**src/hw/cefl_pkg.sv**
```systemverilog
// constants and types shared by the charger event flag latch block
// Functional notes
// - conversion-done flag, first register bit 6, set only in one-shot mode
// - thermal-regulation flag, bit 5, set on rising thermal regulation signal
// - minimum-system flag, bit 4, set on entry into or exit from regulation
// - input-current flag, bit 3, set on rise of current, pin or boost limit
// - input-voltage flag, bit 2, set on rise of input or boost voltage limit
// - safety-timer flag, bit 1, set on rising charge timer expiry
// - host-watchdog flag, bit 0, set on rising watchdog expiry
// - charge-phase flag, second register bit 3, set when charge status changes
// - input-source flag, second register bit 0, set when input status changes
// - input-fault flag, fault bit 7, set on input overvoltage or sleep entry
// - battery-fault flag, bit 6, set on battery overcurrent or overvoltage
// - system-fault flag, bit 5, set on system overvoltage or short
// - boost-fault flag, bit 4, set on reverse current or node under/overvoltage
// - thermal-shutdown flag, fault bit 3, set on rising shutdown signal
// - temperature-zone flag, fault bit 0, set when the zone code changes
// - flag registers read-only, reset 0x00, reserved bits always read zero
// - each flag has a mask bit, reset 0; unmasked events pulse interrupt
// - temperature zone is a 3-bit code, 0x7 being bias reference fault
package cefl_pkg;

  // register offsets
  localparam logic [7:0] ADDR_FLAGS_A   = 8'h20;
  localparam logic [7:0] ADDR_FLAGS_B   = 8'h21;
  localparam logic [7:0] ADDR_FLAGS_F   = 8'h22;
  localparam logic [7:0] ADDR_MASK_A    = 8'h23;
  localparam logic [7:0] ADDR_MASK_B    = 8'h24;
  localparam logic [7:0] ADDR_MASK_F    = 8'h25;

  // reset values and implemented-bit masks
  localparam logic [7:0] FLAG_RESET     = 8'h00;
  localparam logic [7:0] MASK_RESET     = 8'h00;
  localparam logic [7:0] FLAGS_A_USED   = 8'h7F;
  localparam logic [7:0] FLAGS_B_USED   = 8'h09;
  localparam logic [7:0] FLAGS_F_USED   = 8'hF9;
  localparam logic [7:0] MASK_A_USED    = 8'hFF;
  localparam logic [7:0] MASK_B_USED    = 8'h09;
  localparam logic [7:0] MASK_F_USED    = 8'hF9;

  // flag bit positions
  localparam int BIT_CONV_DONE   = 6;
  localparam int BIT_THERM_REG   = 5;
  localparam int BIT_MIN_SYS     = 4;
  localparam int BIT_IN_CUR      = 3;
  localparam int BIT_IN_VOLT     = 2;
  localparam int BIT_TIMER       = 1;
  localparam int BIT_WDOG        = 0;
  localparam int BIT_CHG_PHASE   = 3;
  localparam int BIT_IN_SRC      = 0;
  localparam int BIT_IN_FAULT    = 7;
  localparam int BIT_BAT_FAULT   = 6;
  localparam int BIT_SYS_FAULT   = 5;
  localparam int BIT_BOOST_FAULT = 4;
  localparam int BIT_TSHUT       = 3;
  localparam int BIT_TZONE       = 0;

  // positions of the condition signals in the sampled vector
  localparam int C_CONV_DONE   = 0;
  localparam int C_THERM_REG   = 1;
  localparam int C_MIN_SYS     = 2;
  localparam int C_IN_CUR      = 3;
  localparam int C_LIM_PIN     = 4;
  localparam int C_BOOST_CUR   = 5;
  localparam int C_IN_VOLT     = 6;
  localparam int C_BOOST_VOLT  = 7;
  localparam int C_TIMER       = 8;
  localparam int C_WDOG        = 9;
  localparam int C_IN_OVP      = 10;
  localparam int C_IN_SLEEP    = 11;
  localparam int C_BAT_OCP     = 12;
  localparam int C_BAT_OVP     = 13;
  localparam int C_SYS_OVP     = 14;
  localparam int C_SYS_SHORT   = 15;
  localparam int C_BOOST_REV   = 16;
  localparam int C_NODE_UV     = 17;
  localparam int C_NODE_OV     = 18;
  localparam int C_TSHUT       = 19;
  localparam int C_CHG_LSB     = 20;
  localparam int CHG_W         = 2;
  localparam int C_SRC_LSB     = 22;
  localparam int SRC_W         = 3;
  localparam int C_TZ_LSB      = 25;
  localparam int TZ_W          = 3;
  localparam int COND_W        = 28;

  // temperature zone codes
  typedef enum logic [2:0] {
    TZ_NORMAL     = 3'h0,
    TZ_COLD       = 3'h1,
    TZ_HOT        = 3'h2,
    TZ_COOL       = 3'h3,
    TZ_WARM       = 3'h4,
    TZ_PRECOOL    = 3'h5,
    TZ_PREWARM    = 3'h6,
    TZ_BIAS_FAULT = 3'h7
  } cefl_tzone_t;

endpackage
```
**src/hw/cefl_cond_if.sv**
```systemverilog
// carrier for sampled condition levels and their edge pulses
`timescale 1ns/1ps
`default_nettype none
interface cefl_cond_if #(
  parameter int W = cefl_pkg::COND_W
);
  logic [W-1:0] level;
  logic [W-1:0] rise;
  logic [W-1:0] fall;

  modport src (output level, output rise, output fall);
  modport snk (input level, input rise, input fall);
endinterface
`default_nettype wire

```
**src/hw/cefl_cond_sync.sv**
```systemverilog
// three-stage synchroniser and edge detector for the condition signals
`timescale 1ns/1ps
`default_nettype none
module cefl_cond_sync #(
  parameter int W = cefl_pkg::COND_W
) (
  // clock and reset
  input  wire logic         clk_in,
  input  wire logic         arst_n_in,
  // raw conditions from the analog side
  input  wire logic [W-1:0] raw_in,
  // filtered levels and edges
  cefl_cond_if.src          cond
);

  logic [W-1:0] s1;
  logic [W-1:0] s2;
  logic [W-1:0] s3;
  logic [W-1:0] held_level;
  logic [W-1:0] rise_pulse;
  logic [W-1:0] fall_pulse;
  logic [W-1:0] next_s1;
  logic [W-1:0] next_s2;
  logic [W-1:0] next_s3;
  logic [W-1:0] next_level;
  logic [W-1:0] next_rise;
  logic [W-1:0] next_fall;

  // level moves only where stages two and three agree; one-cycle pulses
  always_comb begin
    next_s1    = raw_in;
    next_s2    = s1;
    next_s3    = s2;
    next_level = ((s2 ~^ s3) & s3) | ((s2 ^ s3) & held_level);
    next_rise  = next_level & ~held_level;
    next_fall  = ~next_level & held_level;
  end

  // register stage only
  always_ff @(posedge clk_in or negedge arst_n_in) begin
    if (!arst_n_in) begin
      s1         <= '0;
      s2         <= '0;
      s3         <= '0;
      held_level <= '0;
      rise_pulse <= '0;
      fall_pulse <= '0;
    end else begin
      s1         <= next_s1;
      s2         <= next_s2;
      s3         <= next_s3;
      held_level <= next_level;
      rise_pulse <= next_rise;
      fall_pulse <= next_fall;
    end
  end

  assign cond.level = held_level;
  assign cond.rise  = rise_pulse;
  assign cond.fall  = fall_pulse;
endmodule
`default_nettype wire

```
**src/hw/cefl_flag_latches.sv**
```systemverilog
// charger event flag latches with mask registers and interrupt pulse
`timescale 1ns/1ps
`default_nettype none
module cefl_flag_latches (
  // clock and reset
  input  wire logic       clk_in,
  input  wire logic       arst_n_in,
  // register port
  input  wire logic       rd_en_in,
  input  wire logic       wr_en_in,
  input  wire logic [7:0] addr_in,
  input  wire logic [7:0] wr_data_in,
  output logic      [7:0] rd_data_out,
  output logic            rd_valid_out,
  // interrupt pulse, low for one cycle
  output logic            int_n_out,
  // conversion control, same clock
  input  wire logic       oneshot_mode_in,
  // regulation conditions
  input  wire logic       conv_done_in,
  input  wire logic       die_thermal_regulation_in,
  input  wire logic       min_system_regulation_in,
  input  wire logic       input_current_regulation_in,
  input  wire logic       current_limit_pin_in,
  input  wire logic       boost_current_regulation_in,
  input  wire logic       input_voltage_regulation_in,
  input  wire logic       boost_voltage_regulation_in,
  input  wire logic       charge_timer_expired_in,
  input  wire logic       host_watchdog_expired_in,
  // fault conditions
  input  wire logic       input_overvoltage_in,
  input  wire logic       input_sleep_in,
  input  wire logic       battery_overcurrent_in,
  input  wire logic       battery_overvoltage_in,
  input  wire logic       system_overvoltage_in,
  input  wire logic       system_short_in,
  input  wire logic       boost_reverse_current_in,
  input  wire logic       intermediate_node_uv_in,
  input  wire logic       intermediate_node_ov_in,
  input  wire logic       thermal_shutdown_in,
  // status fields
  input  wire logic [1:0] charge_status_in,
  input  wire logic [2:0] input_status_in,
  input  wire logic [2:0] temperature_zone_code_in
);

  logic [cefl_pkg::COND_W-1:0] raw;
  logic [7:0]                  flags_a;
  logic [7:0]                  flags_b;
  logic [7:0]                  flags_f;
  logic [7:0]                  mask_a;
  logic [7:0]                  mask_b;
  logic [7:0]                  mask_f;
  logic [7:0]                  set_a;
  logic [7:0]                  set_b;
  logic [7:0]                  set_f;
  logic [7:0]                  clr_a;
  logic [7:0]                  clr_b;
  logic [7:0]                  clr_f;
  logic [7:0]                  next_flags_a;
  logic [7:0]                  next_flags_b;
  logic [7:0]                  next_flags_f;
  logic [7:0]                  next_mask_a;
  logic [7:0]                  next_mask_b;
  logic [7:0]                  next_mask_f;
  logic [7:0]                  next_rd_data;
  logic                        next_rd_valid;
  logic                        next_int_n;
  logic [23:0]                 set_all;
  logic [23:0]                 mask_all;
  cefl_pkg::cefl_tzone_t       zone;

  cefl_cond_if #(.W(cefl_pkg::COND_W)) cond ();

  // flag update: hardware set wins over the read clear
  function automatic logic [7:0] latch_flags(
    input logic [7:0] flag,
    input logic [7:0] set,
    input logic [7:0] clr,
    input logic [7:0] used
  );
    return ((flag & ~clr) | set) & used;
  endfunction

  // any change of a multi-bit status field
  function automatic logic field_changed(input logic [2:0] r,
                                         input logic [2:0] f);
    return |(r | f);
  endfunction

  // gather the asynchronous condition pins into one vector
  always_comb begin
    raw = '0;
    raw[cefl_pkg::C_CONV_DONE]  = conv_done_in;
    raw[cefl_pkg::C_THERM_REG]  = die_thermal_regulation_in;
    raw[cefl_pkg::C_MIN_SYS]    = min_system_regulation_in;
    raw[cefl_pkg::C_IN_CUR]     = input_current_regulation_in;
    raw[cefl_pkg::C_LIM_PIN]    = current_limit_pin_in;
    raw[cefl_pkg::C_BOOST_CUR]  = boost_current_regulation_in;
    raw[cefl_pkg::C_IN_VOLT]    = input_voltage_regulation_in;
    raw[cefl_pkg::C_BOOST_VOLT] = boost_voltage_regulation_in;
    raw[cefl_pkg::C_TIMER]      = charge_timer_expired_in;
    raw[cefl_pkg::C_WDOG]       = host_watchdog_expired_in;
    raw[cefl_pkg::C_IN_OVP]     = input_overvoltage_in;
    raw[cefl_pkg::C_IN_SLEEP]   = input_sleep_in;
    raw[cefl_pkg::C_BAT_OCP]    = battery_overcurrent_in;
    raw[cefl_pkg::C_BAT_OVP]    = battery_overvoltage_in;
    raw[cefl_pkg::C_SYS_OVP]    = system_overvoltage_in;
    raw[cefl_pkg::C_SYS_SHORT]  = system_short_in;
    raw[cefl_pkg::C_BOOST_REV]  = boost_reverse_current_in;
    raw[cefl_pkg::C_NODE_UV]    = intermediate_node_uv_in;
    raw[cefl_pkg::C_NODE_OV]    = intermediate_node_ov_in;
    raw[cefl_pkg::C_TSHUT]      = thermal_shutdown_in;
    raw[cefl_pkg::C_CHG_LSB +: cefl_pkg::CHG_W] = charge_status_in;
    raw[cefl_pkg::C_SRC_LSB +: cefl_pkg::SRC_W] = input_status_in;
    raw[cefl_pkg::C_TZ_LSB +: cefl_pkg::TZ_W]   = temperature_zone_code_in;
  end

  // analog conditions are asynchronous, so every bit is filtered first
  cefl_cond_sync #(.W(cefl_pkg::COND_W)) u_sync (
    .clk_in    (clk_in),
    .arst_n_in (arst_n_in),
    .raw_in    (raw),
    .cond      (cond)
  );

  // filtered zone code, kept as a typed value for readability
  assign zone = cefl_pkg::cefl_tzone_t'(
    cond.level[cefl_pkg::C_TZ_LSB +: cefl_pkg::TZ_W]);

  // set pulses from the edges of the filtered conditions
  always_comb begin
    set_a = '0;
    set_b = '0;
    set_f = '0;
    set_a[cefl_pkg::BIT_CONV_DONE] = cond.rise[cefl_pkg::C_CONV_DONE]
                                     & oneshot_mode_in;
    set_a[cefl_pkg::BIT_THERM_REG] = cond.rise[cefl_pkg::C_THERM_REG];
    set_a[cefl_pkg::BIT_MIN_SYS]   = cond.rise[cefl_pkg::C_MIN_SYS]
                                     | cond.fall[cefl_pkg::C_MIN_SYS];
    set_a[cefl_pkg::BIT_IN_CUR]    = cond.rise[cefl_pkg::C_IN_CUR]
                                     | cond.rise[cefl_pkg::C_LIM_PIN]
                                     | cond.rise[cefl_pkg::C_BOOST_CUR];
    set_a[cefl_pkg::BIT_IN_VOLT]   = cond.rise[cefl_pkg::C_IN_VOLT]
                                     | cond.rise[cefl_pkg::C_BOOST_VOLT];
    set_a[cefl_pkg::BIT_TIMER]     = cond.rise[cefl_pkg::C_TIMER];
    set_a[cefl_pkg::BIT_WDOG]      = cond.rise[cefl_pkg::C_WDOG];
    set_b[cefl_pkg::BIT_CHG_PHASE] = field_changed(
      {1'b0, cond.rise[cefl_pkg::C_CHG_LSB +: cefl_pkg::CHG_W]},
      {1'b0, cond.fall[cefl_pkg::C_CHG_LSB +: cefl_pkg::CHG_W]});
    set_b[cefl_pkg::BIT_IN_SRC]    = field_changed(
      cond.rise[cefl_pkg::C_SRC_LSB +: cefl_pkg::SRC_W],
      cond.fall[cefl_pkg::C_SRC_LSB +: cefl_pkg::SRC_W]);
    set_f[cefl_pkg::BIT_IN_FAULT]  = cond.rise[cefl_pkg::C_IN_OVP]
                                     | cond.rise[cefl_pkg::C_IN_SLEEP];
    set_f[cefl_pkg::BIT_BAT_FAULT] = cond.rise[cefl_pkg::C_BAT_OCP]
                                     | cond.rise[cefl_pkg::C_BAT_OVP];
    set_f[cefl_pkg::BIT_SYS_FAULT] = cond.rise[cefl_pkg::C_SYS_OVP]
                                     | cond.rise[cefl_pkg::C_SYS_SHORT];
    set_f[cefl_pkg::BIT_BOOST_FAULT] = cond.rise[cefl_pkg::C_BOOST_REV]
                                     | cond.rise[cefl_pkg::C_NODE_UV]
                                     | cond.rise[cefl_pkg::C_NODE_OV];
    set_f[cefl_pkg::BIT_TSHUT]     = cond.rise[cefl_pkg::C_TSHUT];
    set_f[cefl_pkg::BIT_TZONE]     = field_changed(
      cond.rise[cefl_pkg::C_TZ_LSB +: cefl_pkg::TZ_W],
      cond.fall[cefl_pkg::C_TZ_LSB +: cefl_pkg::TZ_W]);
  end

  assign set_all  = {set_f, set_b, set_a};
  assign mask_all = {mask_f, mask_b, mask_a};

  // next state of flags, masks, read data and interrupt
  always_comb begin
    clr_a = (rd_en_in && addr_in == cefl_pkg::ADDR_FLAGS_A) ? 8'hFF : 8'h00;
    clr_b = (rd_en_in && addr_in == cefl_pkg::ADDR_FLAGS_B) ? 8'hFF : 8'h00;
    clr_f = (rd_en_in && addr_in == cefl_pkg::ADDR_FLAGS_F) ? 8'hFF : 8'h00;
    next_flags_a = latch_flags(flags_a, set_a, clr_a,
                               cefl_pkg::FLAGS_A_USED);
    next_flags_b = latch_flags(flags_b, set_b, clr_b,
                               cefl_pkg::FLAGS_B_USED);
    next_flags_f = latch_flags(flags_f, set_f, clr_f,
                               cefl_pkg::FLAGS_F_USED);
    next_mask_a = mask_a;
    next_mask_b = mask_b;
    next_mask_f = mask_f;
    // only the mask offsets take writes; flag offsets ignore them
    if (wr_en_in) begin
      case (addr_in)
        cefl_pkg::ADDR_MASK_A: next_mask_a = wr_data_in & cefl_pkg::MASK_A_USED;
        cefl_pkg::ADDR_MASK_B: next_mask_b = wr_data_in & cefl_pkg::MASK_B_USED;
        cefl_pkg::ADDR_MASK_F: next_mask_f = wr_data_in & cefl_pkg::MASK_F_USED;
        default: next_mask_a = mask_a;
      endcase
    end
    // read returns the value held before this cycle's clear
    case (addr_in)
      cefl_pkg::ADDR_FLAGS_A: next_rd_data = flags_a;
      cefl_pkg::ADDR_FLAGS_B: next_rd_data = flags_b;
      cefl_pkg::ADDR_FLAGS_F: next_rd_data = flags_f;
      cefl_pkg::ADDR_MASK_A:  next_rd_data = mask_a;
      cefl_pkg::ADDR_MASK_B:  next_rd_data = mask_b;
      cefl_pkg::ADDR_MASK_F:  next_rd_data = mask_f;
      default:                next_rd_data = 8'h00;
    endcase
    if (!rd_en_in) begin
      next_rd_data = rd_data_out;
    end
    next_rd_valid = rd_en_in;
    next_int_n = ~|(set_all & ~mask_all);
  end

  // register stage only
  always_ff @(posedge clk_in or negedge arst_n_in) begin
    if (!arst_n_in) begin
      flags_a      <= cefl_pkg::FLAG_RESET;
      flags_b      <= cefl_pkg::FLAG_RESET;
      flags_f      <= cefl_pkg::FLAG_RESET;
      mask_a       <= cefl_pkg::MASK_RESET;
      mask_b       <= cefl_pkg::MASK_RESET;
      mask_f       <= cefl_pkg::MASK_RESET;
      rd_data_out  <= 8'h00;
      rd_valid_out <= 1'b0;
      int_n_out    <= 1'b1;
    end else begin
      flags_a      <= next_flags_a;
      flags_b      <= next_flags_b;
      flags_f      <= next_flags_f;
      mask_a       <= next_mask_a;
      mask_b       <= next_mask_b;
      mask_f       <= next_mask_f;
      rd_data_out  <= next_rd_data;
      rd_valid_out <= next_rd_valid;
      int_n_out    <= next_int_n;
    end
  end
endmodule
`default_nettype wire

```
**config.mk**
```make
export PLATFORM = sky130hd
export DESIGN_NAME = cefl_flag_latches
export DESIGN_NICKNAME = d
export VERILOG_FILES = /design/src/hw/cefl_pkg.sv /design/src/hw/cefl_cond_if.sv /design/src/hw/cefl_cond_sync.sv /design/src/hw/cefl_flag_latches.sv
export SDC_FILE = /design/constraint.sdc
export NUM_CORES = 1
export LEC_CHECK = 0
export BUFFER_PORTS_ARGS = -buffer_cell sky130_fd_sc_hd__buf_2
export CORE_ASPECT_RATIO = 0.7
export CORE_MARGIN = 10
export CORE_UTILIZATION = 62
export CTS_CLUSTER_SIZE = 14
export DETAILED_ROUTE_END_ITERATION = 10
export PLACE_DENSITY = 0.92
export SKIP_LAST_GASP = 1
export SYNTH_ARGS = -nofsm -noshare
export SYNTH_HDL_FRONTEND = slang
export SYNTH_SLANG_ARGS = --single-unit
```
**constraint.sdc**
```tcl
create_clock -name clk_in -period 2.7 [get_ports clk_in]
set_input_delay 0.27 -clock clk_in [delete_from_list [all_inputs] [get_ports clk_in]]
set_output_delay 0.27 -clock clk_in [all_outputs]
set_load 0.05 [all_outputs]
```
==> results by group <==
Outcome
  • Outcome: finished clean

STA
  • Slack of the critical path: between 0.8 and 0.9 ns
  • FMAX: approximately 0.55 GHz
  • Slew Limit Fails: 0
  • Setup TNS after final layout: 0 ns
  • Setup Skew: roughly 0.007 ns
  • Post-route minimum period: 1.819 ns
  • Rel. slew slack: about 48%
  • Count of final hold-check violations: 0
  • # setup viols final: 0
  • Unrepaired setup endpoints after global routing: no
  • Worst-Margin Slew: a little under 0.8 ns
  • Tcrit/Tclk final: about two thirds

Synth
  • Post-synth ARST share: 100.0%
  • Top cell type's share of synthesized area: around 72%
  • Seq cells post-synth: 190
  • Most common cell in the netlist: dfrtp_1
  • Dominant synthesized flop cell: dfrtp_1
  • Post-synth top cells: dfrtp_1 (189), a21o_1 (32), nor2b_1 (29), ha_1 (28), inv_1 (19)
  • Area contributors post-synth: dfrtp_1 (72%), ha_1 (5.4%), a21o_1 (3.7%), mux2_2 (2.9%), nor2b_1 (2.8%)
  • Yosys warns: 0
  • Yosys top cell by area: dfrtp_1
  • Cell variety after synth: 39
  • Synth Instances: ~430
  • Number of synthesized flops with an enable pin: 0
  • Sequential element share of the synthesized area: around 73%
  • Syn nets: between 500 and 600
  • Post-Syn Area: between 6000 and 7000 um^2
  • Average size of a mapped cell: between 15 and 20 um^2

Setup path
  • Arrival @ worst endpoint: around 2.1 ns
  • Crit Path Category: flop to flop
  • Critical Path RT: between 3 and 4 ns
  • CP Launch Type: flop
  • Critical path endpoint category: flop
  • Crit path max fanout: 2

Run
  • Max_cap viols: 0

Pwr
  • Sequential share of power: approximately 53%
  • Pint: between 4 and 5 mW
  • Sw Ratio: between 20% and 30%
  • Comb power frac: under 10%
  • Lkg Pwr: 3.875 nW
  • Cell area power density: between 700 and 800 nW/um^2
  • Clock share of power: 41.1%
  • Net Sw Power: 1.367 mW
  • Peak VDD IR: 588.3 uV

Floorplan
  • Core area: approximately 10000 um^2
  • Die H: between 100 and 150 um
  • Row count: 31
  • Starting Density: a little over three fifths
  • Die Wd: between 100 and 150 um
  • Die area: between 15000 and 20000 um^2
  • Top Ports: roughly 60

Detailed routing
  • Residual DRC: 0
  • DRT Wirelength: 12.06 mm
  • Starting DRT DRC Count: about 300
  • Drt wl/cell: around 18 um
  • Drt first pass iters: 4
  • Routed via count: roughly 3700
  • Final ANT Viol Nets: 0
  • Vias per cell: around 5.5

Layout
  • Fraction of layout cells with a size suffix above 1: 21.96%
  • Layout Cells excl Fill: ~670
  • Fillers: between 600 and 700
  • Final Util: between 70% and 80%
  • Area grow syn2layout: 20.87%
  • Final #Nets: approximately 610
  • Antenna cell count: 0

Global route
  • Initial antenna violation count: 0
  • Largest net degree at the start of global routing: 85
  • Gr usage total: about 17%
  • Vias in the first global route: 4000
  • Global-route wire length before repair: 20.18 mm
  • Grt total ovfl: 0

Clock network
  • CTS tree: done
  • Skew-Pair Late Insertion Delay: ~0.42 ns
  • Clk Tree Root Cell: clkbuf_16
  • H-tree levels: 4
  • # clock sinks: between 150 and 200
  • CTS clk-pin slew, worst paths: 0.07 ns
  • CTS buffer count: 17
  • Max clock buf depth: 2

Placed design
  • Count of input and output buffers: 58
  • Placer Congestion: approximately 0.86
  • Dpl hpwl: about 7.9 mm
  • Post-Place Cells: 613
  • Pre-CTS setup slack: 0.7528 ns

Min path
  • Hold Path Class: primary input to flop
## critical path, cell delays in order, from the launching register on
cell	delay, ns
dfrtp_1	0.35
or4_1	0.51
nor3_1	0.35
o22ai_1	0.16
nor4_1	0.34
## path summary, 6_finish.rpt
| path | cells after the start | from | slack [ns] | to |
|---|---|---|---|---|
| max | 4 | u_sync.cond.fall[26] | 0.88 | int_n_out |
| min | 2 | wr_data_in[4] | 0.11 | mask_a[4] |
| max reg2reg | 4 | u_sync.cond.fall[26] | 0.88 | int_n_out |
| min reg2reg | 0 | u_sync.next_s2[26] | 0.35 | u_sync.next_s3[26] |
| max in group asynchronous | 3 | arst_n_in | 1.50 | u_sync.s3[4] |
| min in group asynchronous | 2 | arst_n_in | 0.48 | u_sync.s3[13] |
## state kept, by name, indices dropped and copies added (netlist names), 2 cells and up
name / cells
u_sync.cond.rise: 28
u_sync.cond.level: 28
mask_a: 8
mask_b: 2
mask_f: 6
flags_a: 7
u_sync.next_s3: 28
u_sync.cond.fall: 9
u_sync.next_s2: 28
u_sync.s3: 28
rd_data_out: 8
flags_b: 2
flags_f: 6
## area by class of cell
cell class | instances | area [um^2] | share of cell area, %
clock buffers | 19 | 452.9 | 5.740
repair buffers | 91 | 641.9 | 8.134
clock inverters | 13 | 131.4 | 1.665
well taps | 132 | 165.2 | 2.093
multi-input cells | 210 | 1673 | 21.20
flip-flops and latches | 190 | 4756 | 60.27
inverters | 19 | 71.32 | 0.9038
## per-stage QoR
step | area [um^2] | power (mW) | hold WS [ns]
global placement | 7017 | 3.456 | 0.3313
CTS | 7891 | 5.948 | 0.09384
global route | 7891 | 6.131 | 0.1043
detailed placement | 7017 | 3.493 | 0.3347
floorplan | 6529 | 3.310 | -0.02559
finish | 7891 | 5.902 | 0.1098
## power by group through the flow
| stage | registers (mW) | clock network (mW) | logic, mW |
|---|---|---|---|
| global placement | 3.14 | 0 | 0.319 |
| global route | 3.12 | 2.59 | 0.426 |
| detailed placement | 3.15 | 0 | 0.341 |
| CTS | 3.10 | 2.46 | 0.383 |
| floorplan | 3.13 | 0 | 0.182 |
| finish | 3.10 | 2.42 | 0.377 |
## cells in the final DEF, fill, tap and decap left out, types with 6 or more instances in the layout
master	count
dfrtp_1	189
buf_2	57
a21o_1	32
nor2b_1	29
dlygate4sd3_1	29
ha_1	28
inv_1	19
mux2_2	17
clkbuf_16	17
nor2_1	15
nand2b_1	10
o22ai_1	10
mux2i_1	9
nand2_1	7
a21oi_1	6
## routing by layer
| metal | wire length (um) | global-route usage (%) | vias to the layer above | share of wire (%) |
|---|---|---|---|---|
| met4 | 97 | 4.699 | 0 | 0.80 |
| met5 | 0 | 0 | - | 0 |
| met1 | 5121 | 21.39 | 1895 | 42 |
| met2 | 6007 | 27.63 | 103 | 50 |
| li1 | - | - | 1686 | - |
| met3 | 831 | 6.099 | 12 | 6.9 |
## repair_timing
action	CTS	global route
hold buffers	29	0
setup buffers	0	0
hold endpoints to repair	107	0
gates resized for setup	0	0
## cells by family (layout without fill, tap and decap cells)
kind of cell    after synthesis  in the layout  synth area share, %
flops                       190            190                72.84
buf+inv                      26            142                1.533
compound gates               72             72                8.145
fa+ha+maj                    28             28                5.366
simple gates                 84             84                7.800
mux                          26             26                4.312
No activity file was read; power rests on OpenSTA's default activity.
